`config.mk`:
```
export PLATFORM = sky130hd
export DESIGN_NAME = ppc_top
export DESIGN_NICKNAME = d
export VERILOG_FILES = /design/src/shared/ppc_pkg.sv /design/src/hw/ppc_sync.sv /design/src/hw/ppc_top.sv
export SDC_FILE = /design/constraint.sdc
export NUM_CORES = 1
export LEC_CHECK = 0
export ABC_CLOCK_PERIOD_IN_PS = 8100
export BUFFER_PORTS_ARGS = -buffer_cell sky130_fd_sc_hd__buf_2
export CAP_MARGIN = 15
export CELL_PAD_IN_SITES_DETAIL_PLACEMENT = 2
export CELL_PAD_IN_SITES_GLOBAL_PLACEMENT = 2
export CORE_MARGIN = 2
export CORE_UTILIZATION = 26
export CTS_CLUSTER_DIAMETER = 40
export DETAILED_ROUTE_END_ITERATION = 16
export PLACE_DENSITY_LB_ADDON = 0.1
export SLEW_MARGIN = 5
export SYNTH_ARGS = -nofsm -noshare
export SYNTH_HDL_FRONTEND = slang
export SYNTH_SLANG_ARGS = --single-unit
```
`constraint.sdc`:
```
create_clock -name i_core_clk -period 8.1 [get_ports i_core_clk]
set_input_delay 1.215 -clock i_core_clk [delete_from_list [all_inputs] [get_ports i_core_clk]]
set_output_delay 1.215 -clock i_core_clk [all_outputs]
set_load 0.1 [all_outputs]
```
`src/shared/ppc_pkg.sv`:
```
// Package: register map, bit masks and reset values of the port pin control
package ppc_pkg;

    // ==========================================================
    // Bus geometry
    localparam int ADDR_W = 13;
    localparam int DATA_W = 8;

    // ==========================================================
    // Register offsets
    localparam logic [12:0] OFS_PORT_A_PIN_VALUE = 13'h000c;
    localparam logic [12:0] OFS_PORT_B_PIN_VALUE = 13'h000d;
    localparam logic [12:0] OFS_PORT_C_PIN_VALUE = 13'h000e;
    localparam logic [12:0] OFS_PORT_C_DIRECTION = 13'h0014;
    localparam logic [12:0] OFS_PORT_A_OUTPUT_LATCH = 13'h0018;
    localparam logic [12:0] OFS_PORT_B_OUTPUT_LATCH = 13'h0019;
    localparam logic [12:0] OFS_PORT_C_OUTPUT_LATCH = 13'h001a;
    localparam logic [12:0] OFS_PORT_A_ANALOG_SELECT = 13'h1f38;
    localparam logic [12:0] OFS_PORT_A_PULLUP_ENABLE = 13'h1f39;
    localparam logic [12:0] OFS_PORT_B_ANALOG_SELECT = 13'h1f43;
    localparam logic [12:0] OFS_PORT_B_PULLUP_ENABLE = 13'h1f44;
    localparam logic [12:0] OFS_PORT_C_ANALOG_SELECT = 13'h1f4e;
    localparam logic [12:0] OFS_PORT_C_PULLUP_ENABLE = 13'h1f4f;

    // ==========================================================
    // Implemented bit masks
    localparam logic [7:0] MASK_A_LATCH = 8'h37;
    localparam logic [7:0] MASK_A_PULLUP = 8'h3f;
    localparam logic [7:0] MASK_B = 8'hf0;
    localparam logic [7:0] MASK_C_SMALL = 8'h3f;
    localparam logic [7:0] MASK_C_FULL = 8'hff;
    localparam int PIN3_BIT = 3;

    // ==========================================================
    // Reset values
    localparam logic [7:0] RST_DIRECTION = 8'hff;
    localparam logic [7:0] RST_ANALOG = 8'hff;
    localparam logic [7:0] RST_PULLUP = 8'h00;
    localparam logic [7:0] RST_LATCH = 8'h00;

endpackage : ppc_pkg

```
`src/hw/ppc_sync.sv`:
```
// Two-flop synchroniser for a bank of pin inputs
`timescale 1ns/1ps

module ppc_sync #(
    parameter int WIDTH = 8
) (
    // Clock and reset
    input wire logic i_core_clk,
    input wire logic i_rst_n,
    // Data
    input wire logic [WIDTH-1:0] i_async,
    output logic [WIDTH-1:0] o_sync
);

    logic [WIDTH-1:0] stage1;

    // First stage read only by the second
    always_ff @(posedge i_core_clk or negedge i_rst_n) begin
        if (!i_rst_n) begin
            stage1 <= '0;
            o_sync <= '0;
        end else begin
            stage1 <= i_async;
            o_sync <= stage1;
        end
    end

endmodule : ppc_sync

```
`src/hw/ppc_top.sv`:
```
// Port pin control registers for three general-purpose ports
`timescale 1ns/1ps

module ppc_top
    import ppc_pkg::*;
#(
    parameter bit PIN20 = 1'b1
) (
    // Clock and resets
    input wire logic i_core_clk,
    input wire logic i_rst_n,
    input wire logic i_por_n,
    // Register port
    input wire logic [ADDR_W-1:0] i_addr,
    input wire logic [DATA_W-1:0] i_wdata,
    input wire logic i_wr,
    input wire logic i_rd,
    output logic [DATA_W-1:0] o_rdata,
    // Configuration
    input wire logic i_external_reset_pin_enable,
    input wire logic [7:0] i_port_a_direction,
    input wire logic [7:0] i_port_b_direction,
    // First port pins
    input wire logic [7:0] i_pa_in,
    output logic [7:0] o_pa_out,
    output logic [7:0] o_pa_oe,
    output logic [7:0] o_pa_pullup,
    output logic [7:0] o_pa_analog,
    // Second port pins
    input wire logic [7:0] i_pb_in,
    output logic [7:0] o_pb_out,
    output logic [7:0] o_pb_oe,
    output logic [7:0] o_pb_pullup,
    output logic [7:0] o_pb_analog,
    // Third port pins
    input wire logic [7:0] i_pc_in,
    output logic [7:0] o_pc_out,
    output logic [7:0] o_pc_oe,
    output logic [7:0] o_pc_pullup,
    output logic [7:0] o_pc_analog
);

    // ==========================================================
    // Reset release
    logic rst_meta;
    logic rst_n;
    logic por_meta;
    logic por_n;

    // Both resets take effect asynchronously and release in step with the clock
    always_ff @(posedge i_core_clk or negedge i_rst_n) begin
        if (!i_rst_n) begin
            rst_meta <= 1'b0;
            rst_n <= 1'b0;
        end else begin
            rst_meta <= 1'b1;
            rst_n <= rst_meta;
        end
    end

    always_ff @(posedge i_core_clk or negedge i_por_n) begin
        if (!i_por_n) begin
            por_meta <= 1'b0;
            por_n <= 1'b0;
        end else begin
            por_meta <= 1'b1;
            por_n <= por_meta;
        end
    end

    // ==========================================================
    // Mask helpers
    localparam logic [7:0] MASK_C = PIN20 ? MASK_C_FULL : MASK_C_SMALL;

    // Keep implemented bits only
    function automatic logic [7:0] ppc_keep(input logic [7:0] val,
                                            input logic [7:0] mask);
        ppc_keep = val & mask;
    endfunction : ppc_keep

    // Pin value seen by port reads: analog pins read zero
    function automatic logic [7:0] ppc_pin_read(input logic [7:0] pins,
                                                input logic [7:0] analog,
                                                input logic [7:0] mask);
        ppc_pin_read = pins & ~analog & mask;
    endfunction : ppc_pin_read

    // ==========================================================
    // Pin synchronisers
    logic [7:0] pa_sync;
    logic [7:0] pb_sync;
    logic [7:0] pc_sync;

    ppc_sync #(.WIDTH(8)) u_sync_a (
        .i_core_clk(i_core_clk),
        .i_rst_n(rst_n),
        .i_async(i_pa_in),
        .o_sync(pa_sync)
    );

    ppc_sync #(.WIDTH(8)) u_sync_b (
        .i_core_clk(i_core_clk),
        .i_rst_n(rst_n),
        .i_async(i_pb_in),
        .o_sync(pb_sync)
    );

    ppc_sync #(.WIDTH(8)) u_sync_c (
        .i_core_clk(i_core_clk),
        .i_rst_n(rst_n),
        .i_async(i_pc_in),
        .o_sync(pc_sync)
    );

    // ==========================================================
    // Address decode
    wire hit_a_val = (i_addr == OFS_PORT_A_PIN_VALUE);
    wire hit_b_val = (i_addr == OFS_PORT_B_PIN_VALUE);
    wire hit_c_val = (i_addr == OFS_PORT_C_PIN_VALUE);
    wire hit_c_dir = (i_addr == OFS_PORT_C_DIRECTION);
    wire hit_a_lat = (i_addr == OFS_PORT_A_OUTPUT_LATCH);
    wire hit_b_lat = (i_addr == OFS_PORT_B_OUTPUT_LATCH);
    wire hit_c_lat = (i_addr == OFS_PORT_C_OUTPUT_LATCH);
    wire hit_a_ana = (i_addr == OFS_PORT_A_ANALOG_SELECT);
    wire hit_a_pu = (i_addr == OFS_PORT_A_PULLUP_ENABLE);
    wire hit_b_ana = (i_addr == OFS_PORT_B_ANALOG_SELECT);
    wire hit_b_pu = (i_addr == OFS_PORT_B_PULLUP_ENABLE);
    wire hit_c_ana = (i_addr == OFS_PORT_C_ANALOG_SELECT);
    wire hit_c_pu = (i_addr == OFS_PORT_C_PULLUP_ENABLE);

    // Latch writes come from either the latch or the pin value address
    wire wr_a_lat = i_wr & (hit_a_lat | hit_a_val);
    wire wr_b_lat = i_wr & (hit_b_lat | hit_b_val);
    wire wr_c_lat = i_wr & (hit_c_lat | hit_c_val);

    // ==========================================================
    // Registers
    logic [7:0] port_c_direction;
    logic [7:0] port_a_output_latch;
    logic [7:0] port_b_output_latch;
    logic [7:0] port_c_output_latch;
    logic [7:0] port_a_analog_select;
    logic [7:0] port_a_pullup_enable;
    logic [7:0] port_b_analog_select;
    logic [7:0] port_b_pullup_enable;
    logic [7:0] port_c_analog_select;
    logic [7:0] port_c_pullup_enable;

    // Control registers return to defaults on the i_rst_n reset; power-on reset alone leaves them
    always_ff @(posedge i_core_clk or negedge rst_n) begin
        if (!rst_n) begin
            port_c_direction <= RST_DIRECTION & MASK_C;
            port_a_analog_select <= RST_ANALOG & MASK_A_LATCH;
            port_b_analog_select <= RST_ANALOG & MASK_B;
            port_c_analog_select <= RST_ANALOG & MASK_C;
            port_a_pullup_enable <= RST_PULLUP;
            port_b_pullup_enable <= RST_PULLUP;
            port_c_pullup_enable <= RST_PULLUP;
        end else if (i_wr) begin
            if (hit_c_dir) begin
                port_c_direction <= ppc_keep(i_wdata, MASK_C);
            end
            if (hit_a_ana) begin
                port_a_analog_select <= ppc_keep(i_wdata, MASK_A_LATCH);
            end
            if (hit_b_ana) begin
                port_b_analog_select <= ppc_keep(i_wdata, MASK_B);
            end
            if (hit_c_ana) begin
                port_c_analog_select <= ppc_keep(i_wdata, MASK_C);
            end
            if (hit_a_pu) begin
                port_a_pullup_enable <= ppc_keep(i_wdata, MASK_A_PULLUP);
            end
            if (hit_b_pu) begin
                port_b_pullup_enable <= ppc_keep(i_wdata, MASK_B);
            end
            if (hit_c_pu) begin
                port_c_pullup_enable <= ppc_keep(i_wdata, MASK_C);
            end
        end
    end

    // Latches clear only on power-on; other resets leave them alone
    always_ff @(posedge i_core_clk or negedge por_n) begin
        if (!por_n) begin
            port_a_output_latch <= RST_LATCH;
            port_b_output_latch <= RST_LATCH;
            port_c_output_latch <= RST_LATCH;
        end else begin
            if (wr_a_lat) begin
                port_a_output_latch <= ppc_keep(i_wdata, MASK_A_LATCH);
            end
            if (wr_b_lat) begin
                port_b_output_latch <= ppc_keep(i_wdata, MASK_B);
            end
            if (wr_c_lat) begin
                port_c_output_latch <= ppc_keep(i_wdata, MASK_C);
            end
        end
    end

    // ==========================================================
    // Pin control
    wire [7:0] dir_a = i_port_a_direction | ~MASK_A_LATCH;
    wire [7:0] dir_b = i_port_b_direction | ~MASK_B;
    wire [7:0] dir_c = port_c_direction | ~MASK_C;

    // Pull-up on pin3 forced while the external reset pin is in use
    wire [7:0] pa_pu_eff = port_a_pullup_enable |
        ({7'h00, i_external_reset_pin_enable} << PIN3_BIT);

    // Digital pins drive their latch while the direction bit is zero
    assign o_pa_out = port_a_output_latch;
    assign o_pb_out = port_b_output_latch;
    assign o_pc_out = port_c_output_latch;
    assign o_pa_oe = ~dir_a;
    assign o_pb_oe = ~dir_b;
    assign o_pc_oe = ~dir_c;

    // An output pin never keeps its pull-up
    assign o_pa_pullup = pa_pu_eff & dir_a & MASK_A_PULLUP;
    assign o_pb_pullup = port_b_pullup_enable & dir_b;
    assign o_pc_pullup = port_c_pullup_enable & dir_c;

    // Analog routing; software must also set the pin as input
    assign o_pa_analog = port_a_analog_select;
    assign o_pb_analog = port_b_analog_select;
    assign o_pc_analog = port_c_analog_select;

    // ==========================================================
    // Read path
    wire [7:0] pa_read = ppc_pin_read(pa_sync, port_a_analog_select,
        MASK_A_PULLUP) | ({7'h00, i_external_reset_pin_enable} << PIN3_BIT);
    logic [7:0] next_rdata;

    // Pin value reads show pins, latch reads show storage
    always_comb begin
        next_rdata = 8'h00;
        unique case (1'b1)
            hit_a_val: next_rdata = pa_read;
            hit_b_val: next_rdata = ppc_pin_read(pb_sync,
                port_b_analog_select, MASK_B);
            hit_c_val: next_rdata = ppc_pin_read(pc_sync,
                port_c_analog_select, MASK_C);
            hit_c_dir: next_rdata = port_c_direction;
            hit_a_lat: next_rdata = port_a_output_latch;
            hit_b_lat: next_rdata = port_b_output_latch;
            hit_c_lat: next_rdata = port_c_output_latch;
            hit_a_ana: next_rdata = port_a_analog_select;
            hit_a_pu: next_rdata = pa_pu_eff;
            hit_b_ana: next_rdata = port_b_analog_select;
            hit_b_pu: next_rdata = port_b_pullup_enable;
            hit_c_ana: next_rdata = port_c_analog_select;
            hit_c_pu: next_rdata = port_c_pullup_enable;
            default: next_rdata = 8'h00; // Unmapped reads give zero
        endcase
    end

    // Read data stands for one cycle after the strobe only
    always_ff @(posedge i_core_clk or negedge rst_n) begin
        if (!rst_n) begin
            o_rdata <= 8'h00;
        end else begin
            o_rdata <= i_rd ? next_rdata : 8'h00;
        end
    end

endmodule : ppc_top

```
# Word level (Yosys, flattened, before mapping)
# Index checks and enable logic that the tools add are counted.
# word_totals
ff_bits	116
latch_bits	0
mem_bits_rw	0
mem_bits_ro	0
input_bits	67
out_inout_bits	104
elab_cells	63
n_memories	0
# op_classes
n_addsub	0
mul	0
div_mod_pow	0
n_lt_le_gt_ge	0
n_eq_ne	13
n_shift	0
muxes	2
n_bitwise	20
reduce_logical	7
# ops
cell	n
$pmux 8 s13	1
$eq 13x13->1 const B	6
$eq 13x5->1 const B	4
$not 8->8	5
$eq 13x4->1 const B	3
$and 8x8->8	4
$reduce_and 2->1	7
$and 6x6->6	2
$or 6x4->6	2
$mux 8	1
$not 6->6	1
$and 1x1->1	3
$or 1x1->1	3

# Longest topological paths before layout
# Gate-level depths: netlist (run 1).
# logic_depth
word_depth	5
mapped_depth	7

# Hierarchy
# A second synthesis (run 1) with hierarchy kept.
# unflattened
hier_cells	425
area_unflattened_um2	5403.9
# modules_own_cells
module	instances	cells_per_inst	area_per_inst_um2
ppc_top	1	377	4202.8
ppc_sync	3	16	400.4

# Worst setup path before layout (run 1)
# Ideal clock, no wire load.
# synth_timing
path_type	input port to output port
from	input port i_port_a_direction[0]
to	output port o_pa_pullup[0]
arrival_ps	1952
path_slack_ps	4933
path_stages	1
path_cell_list	and2_1
# synth_between
elab_chain_len	1
# synth_rtl
element	line	text
from (decl)	ppc_top.sv:21	input wire logic [7:0] i_port_a_direction,
$and 6x6->6	ppc_top.sv:222	assign o_pa_pullup = pa_pu_eff & dir_a & MASK_A_PULLUP;
to (decl)	ppc_top.sv:27	output logic [7:0] o_pa_pullup,
# Every way passes these cells.

# Final worst setup path (run 1)
# layout_timing
from	input port i_addr[1]
to	register o_rdata[7]
# layout_between
elab_chain_len	3
word_cells_on_any_way	15
cone_classes	13 x eq/ne; 2 x mux
# layout_rtl
element	line	text
from (decl)	ppc_top.sv:14	input wire logic [ADDR_W-1:0] i_addr,
$eq 13x13->1 (tied with other cells)	ppc_top.sv:129	wire hit_c_pu = (i_addr == OFS_PORT_C_PULLUP_ENABLE);
$pmux 8 s13 *	ppc_top.sv:240	unique case (1'b1)
$mux 8 *	ppc_top.sv:265	o_rdata <= i_rd ? next_rdata : 8'h00;
to (signal assigned)	ppc_top.sv:265	
to (decl)	ppc_top.sv:18	output logic [DATA_W-1:0] o_rdata,
# Every way passes the cells marked *; elsewhere a longest branch is shown, timed or not.
# A chain may end at the register's enable or synchronous reset.

==> run summary, run 1 <==
CP Cell Sequence: buf_2 > nor2b_1 > nand3_1 > nor3_2 > a32oi_1 > a31oi_1
min cycle time layout: 3.44 ns
worst-skew pair later-pin latency: 0.36 ns
WP data arrival: 3.72 ns
DR vias: 3,648
power density over the cells: 197 mW/mm²
cts repair resizes: 0
Ports: 171
Ant. Diodes: 0
Net Switching: 335 µW
share of cells above drive strength 1: 47.7%
Layout fillers: 2,125
Least-Margin Pin Slew: 0.994 ns
CTS H-tree depth: 3
first-pass GRT wire length: 25,100 µm
max incr delay on CP: 0.64 ns
number of global-route vias before repair: 3,990
WL per Instance: 21.1 µm
critical path peak fanout: 26
Layout area overhead: 22.7%
Die Width: 144 µm
combinational share of power: 11.4%
worst hold slack: 0.182 ns
Setup crit end kind: register
final wirelength: 16,900 µm
GP Congestion: 0.746
Post-synth EDFFs: 0
initial antenna violation count: 0
post-CTS setup buffers: 0
worst-case clock buffer depth: 2
Crit Path Class: in -> reg
largest net degree at the start of global routing: 73
cell row count: 51
MaxCap Viol Count: 0
Die Y: 144 µm
clk sink count: 108
ys async rst share: 100%
Initial Util: 26.4%
Clk network pwr share: 43.7%
worst reg-to-reg setup slack: 6.65 ns
cts hold-fix bufs: 0
maximum clock frequency: 290 MHz
final critical-path share of the clock period: 42.5%
Stages on worst setup path: 6
Starting DRT DRC Count: 141
ys flop type: dfrtp_1
reg2reg path depth: 5
final hold viol count: 0
Reg clk slew, reported paths: 0.07 ns
Required @ worst endpoint: 8.37 ns
vias per inst: 4.56
Reg power frac: 44.9%
status: completed
DR DRC count: 0
CTS tree: done
Seq cells post-synth: 108
Hold WC Path Type: reg -> async
Yosys warnings: 0
final core occ: 32.4%
clock skew: 0.00678 ns
antenna violation net count after detailed routing: 0
first-pass detailed-route iteration total: 4
Buffers on Ports: 130
endpoints failing setup: 0
cell family with the largest share of critical-path delay: simple AND/OR/NAND/NOR gates
number of CTS-inserted buffers: 9
Sw Ratio: 27.0%
leakage power: 2.96 nW
Seq/Total Area, Yosys: 53.3%
Synth cell types: 61
Slew Viols, Final: 0
GRT Resource Usage Total: 16.7%
Nets: 597
RSZ-0062 raised after global routing: no
grt ovf: 0
Die ar.: 0.0209 mm²
Gate Count Post-Synth: 404
VDD IR max: 0.000103 V
total negative slack: 0 ns
core footprint: 0.0194 mm²
slowest cell on the critical path: nor2b_1
Root Driver: clkbuf_16
dpl hpwl: 12,200 µm
buffers and inverters on the worst path: 1
critical path startpoint category: input pin
Tot Pwr: 1.24 mW
Syn Std Cell Area: 0.00513 mm²
syn_area_per_cell: 12.7 µm²
Max-slew headroom: 33.6%
Pint: 907 µW
cell families (layout without fill, tap and decap cells):
logic type	count (synthesis)	after routing	synth area share (%)
AND/OR/NAND/NOR	101	101	14.7
flip-flops	108	108	53.3
other	2	29	0.146
XOR/XNOR	1	1	0.171
AO/OA/AOI/OAI	45	45	6.83
buffers and inverters	70	174	7.78
multiplexers	77	77	17.1
per-stage QoR:
stage	setup slack (ns)	cells	cell area [µm²]
3_3_place_gp	4.18	784	5930
5_1_grt	4.44	800	6290
4_1_cts	4.53	800	6290
2_1_floorplan	4.93	431	5230
6_report	4.66	800	6290
3_5_place_dp	4.17	784	5930
power by group through the flow:
stage	sequential (mW)	combinational [mW]	clock (mW)
detailed placement	0.569	0.142	0
global placement	0.568	0.140	0
floorplan	0.575	0.110	0
CTS	0.559	0.142	0.561
finish	0.558	0.142	0.542
global route	0.560	0.149	0.580
placed cells by master, fill, tap and decap left out, types with 8 or more instances in the layout:
master	instances
dfstp_2	25
nand3_1	10
conb_1	29
mux2_4	8
mux2_2	52
clkbuf_16	9
nand2_1	10
mux2i_1	17
nor2_1	14
dfrtp_1	82
and2_1	17
buf_2	130
inv_1	27
metal layers:
layer | up-vias | GRT usage (%) | routed length, µm | share of wire (%)
li1 | 1638 | - | - | -
met3 | 16 | 2.45 | 668 | 4.0
met5 | - | 0 | 0 | 0
met1 | 1883 | 23.1 | 7870 | 47
met4 | 0 | 5.21 | 250 | 1.5
met2 | 111 | 27.0 | 8090 | 48
flip-flops by register name, summed over array words and instances (netlist names), 6 cells and up:
signal,flops
dir_c,8
o_pc_analog,8
o_pc_out,8
o_rdata,8
port_a_pullup_enable,6
port_c_pullup_enable,8
u_sync_a.o_sync,6
u_sync_a.stage1,6
u_sync_c.o_sync,8
u_sync_c.stage1,8
layout make-up:
cell class	count	area (µm²)	share of cell area, %
clock buffer	10	229	3.64
inverter	27	101	1.61
multi-input combinational	253	2100	33.3
timing repair buffer	131	658	10.5
sequential	108	2740	43.5
clock inverter	6	136	2.17
tap	265	332	5.27
synthesized netlist by cell type (3+ instances only):
master	instances	area [µm²]
dfrtp_1	83	2080
mux2_2	52	586
buf_4	32	240
inv_1	27	101
dfstp_2	25	657
and2_1	17	106
mux2i_1	17	170
nor2_1	14	52.6
nand2_1	10	37.5
nand3_1	10	50.1
mux2_4	8	120
a31oi_1	7	43.8
a32oi_1	7	61.3
nand3b_1	6	45.0
nor4_4	6	128
buf_2	5	25.0
nor3_1	5	25.0
o22ai_1	5	31.3
a22oi_1	4	30.0
and3_1	4	25.0
nand4_1	4	25.0
nor2b_1	3	18.8
o21ai_0	3	15.0
worst paths after layout:
kind | from | endpoint
min in group i_core_clk | u_sync_b.stage1[6]$_DFF_PN0_ | u_sync_b.o_sync[6]$_DFF_PN0_
setup reg to reg | o_pb_analog[5]$_DFFE_PN1P_ | o_rdata[5]$_DFF_PN0_
hold reg to reg | rst_n$_DFF_PN0_ | u_sync_c.o_sync[6]$_DFF_PN0_
hold / removal | rst_n$_DFF_PN0_ | u_sync_c.o_sync[6]$_DFF_PN0_
max in group asynchronous | rst_n$_DFF_PN0_ | o_rdata[5]$_DFF_PN0_
setup / recovery | i_addr[1] | o_rdata[7]$_DFF_PN0_
Power figures use the tool's default switching activity.
==> run 2: changes to the inputs <==
- ABC_AREA: default -> 1
- ABC_CLOCK_PERIOD_IN_PS: 8100 -> 2900
- clock period: 8.1 -> 2.9 ns (I/O delays scaled with it)
==> run summary, run 2 <==
power density over the cells: 498 mW/mm² (+150%)
Least-Margin Pin Slew: 0.825 ns (-0.169 ns)
clock skew: 0.00544 ns (-0.00134 ns)
critical path startpoint category: register
top-area cell type share of the netlist area: 40.1% (-0.38 points)
share of cells above drive strength 1: 28.5% (-19 points)
Sw Ratio: 30.3% (+3.3 points)
MaxCap Viol Count: 0 (unchanged)
first-pass GRT wire length: 28,800 µm (+15%)
worst-skew pair later-pin latency: 0.36 ns (about the same)
clk sink count: 108 (unchanged)
Yosys warnings: 0 (unchanged)
RSZ-0062 raised after global routing: no
Layout area overhead: 23.1%
total negative slack: 0 ns (unchanged)
min cycle time layout: 1.90 ns
DR DRC count: 0 (unchanged)
most common cell in the netlist: nand2_1
Seq/Total Area, Yosys: 52.8% (-0.50 points)
dpl hpwl: 14,200 µm (+16%)
Setup crit end kind: output port
Starting DRT DRC Count: 125 (-11%)
vias per inst: 4.34 (-4.9%)
Slew Viols, Final: 0 (unchanged)
hold path start: i_pb_in[5]
Synth top cells by count: 164 x nand2_1, 86 x inv_1, 83 x dfrtp_1, 71 x nor2_1, 49 x nand3_1
Max-slew headroom: 45.0% (+11 points)
first-pass detailed-route iteration total: 4 (unchanged)
commonest non-fill, non-tap cell in the layout: nand2_1
Min-Delay Endpoint: u_sync_b.stage1[5]$_DFF_PN0_
Clk network pwr share: 38.6% (-5.1 points)
area post-placement: 0.00607 mm² (+2.3%)
Net Switching: 962 µW (+190%)
cell row count: 51 (unchanged)
Die ar.: 0.0211 mm² (+0.92%)
post-CTS setup buffers: 0 (unchanged)
Die Y: 145 µm (+0.46%)
area leader, netlist: dfrtp_1
Tot Pwr: 3.18 mW (+160%)
Nets: 837 (+40%)
ys flop type: dfrtp_1
Die Width: 145 µm (+0.46%)
largest net degree at the start of global routing: 50 (-32%)
Post-synth EDFFs: 0 (unchanged)
antenna violation net count after detailed routing: 0 (unchanged)
maximum clock frequency: 528 MHz
final wirelength: 18,100 µm (+7.1%)
reg2reg path depth: 8 (+3)
worst reg-to-reg setup slack: 1.52 ns (-5.13 ns)
combinational share of power: 12.1% (+0.7 points)
Layout fillers: 2,326 (+9.5%)
commonest non-fill, non-tap cells in the layout: 164 x nand2_1, 130 x buf_2, 86 x inv_1, 82 x dfrtp_1, 71 x nor2_1
Synth cell types: 27 (-56%)
CTS H-tree depth: 3 (unchanged)
worst reg2reg path endpoint: o_rdata[5]$_DFF_PN0_
cts repair resizes: 0 (unchanged)
Required @ worst endpoint: 2.47 ns (-5.90 ns)
Root Driver: clkbuf_16
Buffers on Ports: 130 (unchanged)
Pint: 2.21 mW (+140%)
Hold WC Path Type: in -> reg
VDD IR max: 0.000262 V (+160%)
final hold viol count: 0 (unchanged)
WL per Instance: 17.4 µm (-18%)
syn_area_per_cell: 8.25 µm² (-35%)
initial antenna violation count: 0 (unchanged)
worst-case clock buffer depth: 2 (unchanged)
leakage power: 3.47 nW (+17%)
Reg clk slew, reported paths: 0.08 ns (about the same)
core footprint: 0.0195 mm² (+0.66%)
post-placement cell count: 1,022 (+30%)
fin cells: 1,040 (+30%)
grt ovf: 0 (unchanged)
CTS tree: done
ys async rst share: 100% (unchanged)
final instance area: 0.00637 mm² (+1.3%)
WP data arrival: 1.46 ns (-2.26 ns)
status: completed
Seq cells post-synth: 108 (unchanged)
final core occ: 32.6% (+0.20 points)
largest cells by area after synthesis: dfrtp_1 40%, dfstp_2 13%, nand2_1 12%, inv_1 6.2%, nor2_1 5.1%
GP Congestion: 0.751 (+0.70%)
Initial Util: 26.5% (+0.077 points)
Worst Hold Depth: 1
endpoints failing setup: 0 (unchanged)
critical path peak fanout: 3 (-88%)
Crit Path Class: reg -> out
Ports: 171 (unchanged)
Ant. Diodes: 0 (unchanged)
number of CTS-inserted buffers: 9 (unchanged)
Worst R2R Start: o_pa_analog[5]$_DFFE_PN1P_
GRT Resource Usage Total: 17.9% (+1.2 points)
Gate Count Post-Synth: 628 (+55%)
number of global-route vias before repair: 5,013 (+26%)
DR vias: 4,511 (+24%)
Syn Std Cell Area: 0.00518 mm² (+0.95%)
final critical-path share of the clock period: 65.4%
Reg power frac: 49.4% (+4.5 points)
[run 2: cell count changes after synthesis, sizes merged, moves of 17 or more]
cell,delta
mux2,-60
nand2,+158
and2,-17
nor2,+71
inv,+63
nand3,+38
mux2i,-17
o21ai,+46
[run 2: what timing repair did]
action | in CTS | in global routing
hold buffers | 2 | 0
hold endpoints to repair | 4 | 0
endpoints found under the setup margin | 0 | 0
[run 2: cells by family (layout without fill, tap and decap cells)]
kind of cell,after synthesis,after routing,share of synthesized area [%]
other cells,2,29,0.145
simple gates,318,318,26.6
flops,108,108,52.8
compound gates,71,71,8.19
buf+inv,129,249,12.2
[run 2: power groups by stage]
| stage | Clock (mW) | Combinational (mW) | Sequential [mW] |
|---|---|---|---|
| floorplan | 0 | 0.300 | 1.61 |
| global placement | 0 | 0.377 | 1.60 |
| detailed placement | 0 | 0.385 | 1.60 |
| CTS | 1.26 | 0.388 | 1.57 |
| global route | 1.32 | 0.407 | 1.57 |
| finish | 1.22 | 0.384 | 1.57 |
[run 2: metrics by stage]
stage               worst slack [ns]  hold WS, ns
global placement               0.667        0.221
finish                          1.00        0.178
global route                   0.791        0.165
floorplan                      0.281        0.139
detailed placement             0.589        0.224
CTS                            0.956        0.163
[run 2: cell type report]
cell class              instances  area, µm²  share of cell area (%)
flip-flops and latches        108       2740                    43.0
multi-input cells             418       1910                    30.0
repair buffers                143        766                    12.0
inverters                      90        338                    5.30
well taps                     265        332                    5.20
clock buffers                  11        243                    3.81
clock inverters                 5       45.0                   0.707
[run 2: worst max-delay path by stage]
stage	slack, ns	depth (start not counted)	startpoint	endpoint
detailed placement	0.59	8	i_addr[9]	dir_c[5]$_DFFE_PN1P_
CTS	0.96	8	i_addr[9]	dir_c[5]$_DFFE_PN1P_
finish	1.00	3	dir_c[0]$_DFFE_PN1P_	o_pc_pullup[0]
floorplan	0.28	0	rst_n$_DFF_PN0_	o_rdata[0]$_DFF_PN0_
global placement	0.67	8	i_addr[9]	dir_c[5]$_DFFE_PN1P_
global route	0.79	8	i_addr[9]	dir_c[5]$_DFFE_PN1P_
[run 2: critical path, stage by stage, from the launching register on]
cell	delay (ns)
dfstp_2	0.56
nand2_1	0.08
inv_1	0.06
buf_2	0.41
[run 2: metal layers]
metal	track usage [%]	share of wire, %	vias to the layer above
met4	5.74	1.3	0
met1	23.3	46	2228
li1	-	-	2164
met2	30.5	49	107
met5	0	0	-
met3	2.83	3.9	12
==> run 3: changes to the inputs <==
- ABC_CLOCK_PERIOD_IN_PS: 2900 -> 1950
- clock period: 2.9 -> 1.95 ns (I/O delays scaled with it)
==> run summary, run 3 (synthesis results as in run 2) <==
status: completed
DR vias: 4,700 (+4.2%)
share of cells above drive strength 1: 30.5% (+1.9 points)
antenna violation net count after detailed routing: 0 (unchanged)
dpl hpwl: 14,700 µm (+3.9%)
power density over the cells: 707 mW/mm² (+42%)
Nets: 860 (+2.7%)
Pint: 3.25 mW (+47%)
cell row count: 51 (unchanged)
combinational share of power: 12.8% (+0.7 points)
grt ovf: 0 (unchanged)
worst reg-to-reg setup slack: 0.57 ns (-0.95 ns)
Clk network pwr share: 37.4% (-1.2 points)
clock skew: 0.00604 ns (+0.000601 ns)
number of CTS-inserted buffers: 9 (unchanged)
worst reg2reg path endpoint: o_rdata[5]$_DFF_PN0_
Ports: 171 (unchanged)
Setup crit end kind: output port
final hold viol count: 0 (unchanged)
GRT Resource Usage Total: 18.1% (+0.23 points)
Sw Ratio: 30.2% (-0.083 points)
Root Driver: clkbuf_16
core footprint: 0.0195 mm² (unchanged)
critical path startpoint category: register
Layout fillers: 2,343 (+0.73%)
Multi-input gate area: 0.00191 mm² (unchanged)
Seq. cell area: 0.00274 mm² (unchanged)
Buffers on Ports: 130 (unchanged)
Worst R2R Start: o_pa_analog[5]$_DFFE_PN1P_
worst-case clock buffer depth: 2 (unchanged)
first-pass GRT wire length: 29,500 µm (+2.5%)
cts repair resizes: 0 (unchanged)
DR DRC count: 0 (unchanged)
WP data arrival: 1.47 ns (about the same)
Reg power frac: 49.8% (+0.4 points)
cts hold-fix bufs: 2 (unchanged)
Die ar.: 0.0211 mm² (unchanged)
min cycle time layout: 1.77 ns
endpoints failing setup: 0 (unchanged)
Least-Margin Pin Slew: 0.583 ns (-0.242 ns)
post-CTS setup buffers: 0 (unchanged)
Required @ worst endpoint: 1.66 ns (-0.81 ns)
Starting DRT DRC Count: 188 (+50%)
largest net degree at the start of global routing: 49 (-2.0%)
leakage power: 3.59 nW (+3.3%)
GP Congestion: 0.786 (+4.7%)
Die Y: 145 µm (unchanged)
worst-skew pair later-pin latency: 0.36 ns (about the same)
MaxCap Viol Count: 0 (unchanged)
Reg clk slew, reported paths: 0.08 ns (about the same)
Net Switching: 1.41 mW (+46%)
first-pass detailed-route iteration total: 4 (unchanged)
clk sink count: 108 (unchanged)
critical path peak fanout: 3 (unchanged)
vias per inst: 4.42 (+1.9%)
commonest non-fill, non-tap cell in the layout: nand2_1
number of global-route vias before repair: 5,131 (+2.4%)
final core occ: 33.7% (+1.0 points)
Hold WC Path Type: in -> reg
total negative slack: 0 ns (unchanged)
Slew Viols, Final: 0 (unchanged)
CTS H-tree depth: 3 (unchanged)
Min-Delay Endpoint: u_sync_a.stage1[5]$_DFF_PN0_
CTS tree: done
maximum clock frequency: 567 MHz
RSZ-0062 raised after global routing: no
Max-slew headroom: 61.0% (+16 points)
Worst Hold Depth: 1 (unchanged)
Die Width: 145 µm (unchanged)
WL per Instance: 17.6 µm (+1.1%)
Layout area overhead: 27.0%
Initial Util: 26.5% (unchanged)
final critical-path share of the clock period: 90.5%
Crit Path Class: reg -> out
reg2reg path depth: 8 (unchanged)
final wirelength: 18,700 µm (+3.3%)
commonest non-fill, non-tap cells in the layout: 164 x nand2_1, 130 x buf_2, 86 x inv_1, 82 x dfrtp_1, 71 x nor2_1
initial antenna violation count: 0 (unchanged)
Ant. Diodes: 0 (unchanged)
hold path start: i_pa_in[5]
VDD IR max: 0.000405 V (+54%)
==> run 3: worst max path at each step <==
stage,endpoint,slack (ns),startpoint
after CTS,o_pc_pullup[0],0.16,dir_c[0]$_DFFE_PN1P_
after global routing,o_pc_pullup[0],0.12,dir_c[0]$_DFFE_PN1P_
after detailed placement,dir_c[2]$_DFFE_PN1P_,0.02,i_addr[9]
final,o_pc_pullup[0],0.18,dir_c[0]$_DFFE_PN1P_
after floorplan,o_rdata[2]$_DFF_PN0_,0.41,o_pa_analog[2]$_DFFE_PN1P_
after global placement,dir_c[6]$_DFFE_PN1P_,0.09,i_addr[9]
==> run 3: per-stage QoR <==
stage	setup WS (ns)	instances	instance area, µm²	power (mW)	hold WS, ns
2_1_floorplan	0.414	655	5280	2.84	-0.00309
3_3_place_gp	0.0936	1045	6290	2.94	0.0804
3_5_place_dp	0.0233	1045	6290	2.96	0.0835
4_1_cts	0.160	1063	6580	4.72	0.0245
5_1_grt	0.119	1063	6580	4.85	0.0251
6_report	0.185	1063	6580	4.65	0.0318
==> run 3: power by group through the flow <==
| stage | combinational (mW) | clock, mW | sequential, mW |
|---|---|---|---|
| floorplan | 0.446 | 0 | 2.39 |
| global placement | 0.585 | 0 | 2.36 |
| detailed placement | 0.597 | 0 | 2.36 |
| CTS | 0.601 | 1.81 | 2.32 |
| global route | 0.629 | 1.90 | 2.32 |
| finish | 0.595 | 1.74 | 2.32 |
==> run 3: critical path: stages (launching register included) <==
cell and delay, ns:
dfstp_2 0.56, nand2_1 0.08, inv_1 0.06, buf_2 0.41
==> run 3: per-layer routing <==
| metal | track usage, % | up-vias | routed length (µm) | part of all wire, % |
|---|---|---|---|---|
| li1 | - | 2213 | - | - |
| met1 | 23.4 | 2364 | 8410 | 45 |
| met2 | 31.4 | 108 | 9310 | 50 |
| met3 | 2.99 | 15 | 750 | 4.0 |
| met4 | 4.85 | 0 | 207 | 1.1 |
| met5 | 0 | - | 0 | 0 |
==> run 3: layout make-up <==
type	count	area share [%]
clock buffer	11	3.54
clock inverter	5	0.552
inverter	90	5.14
multi-input combinational	418	29.1
sequential	108	41.6
tap	265	5.04
timing repair buffer	166	15.0
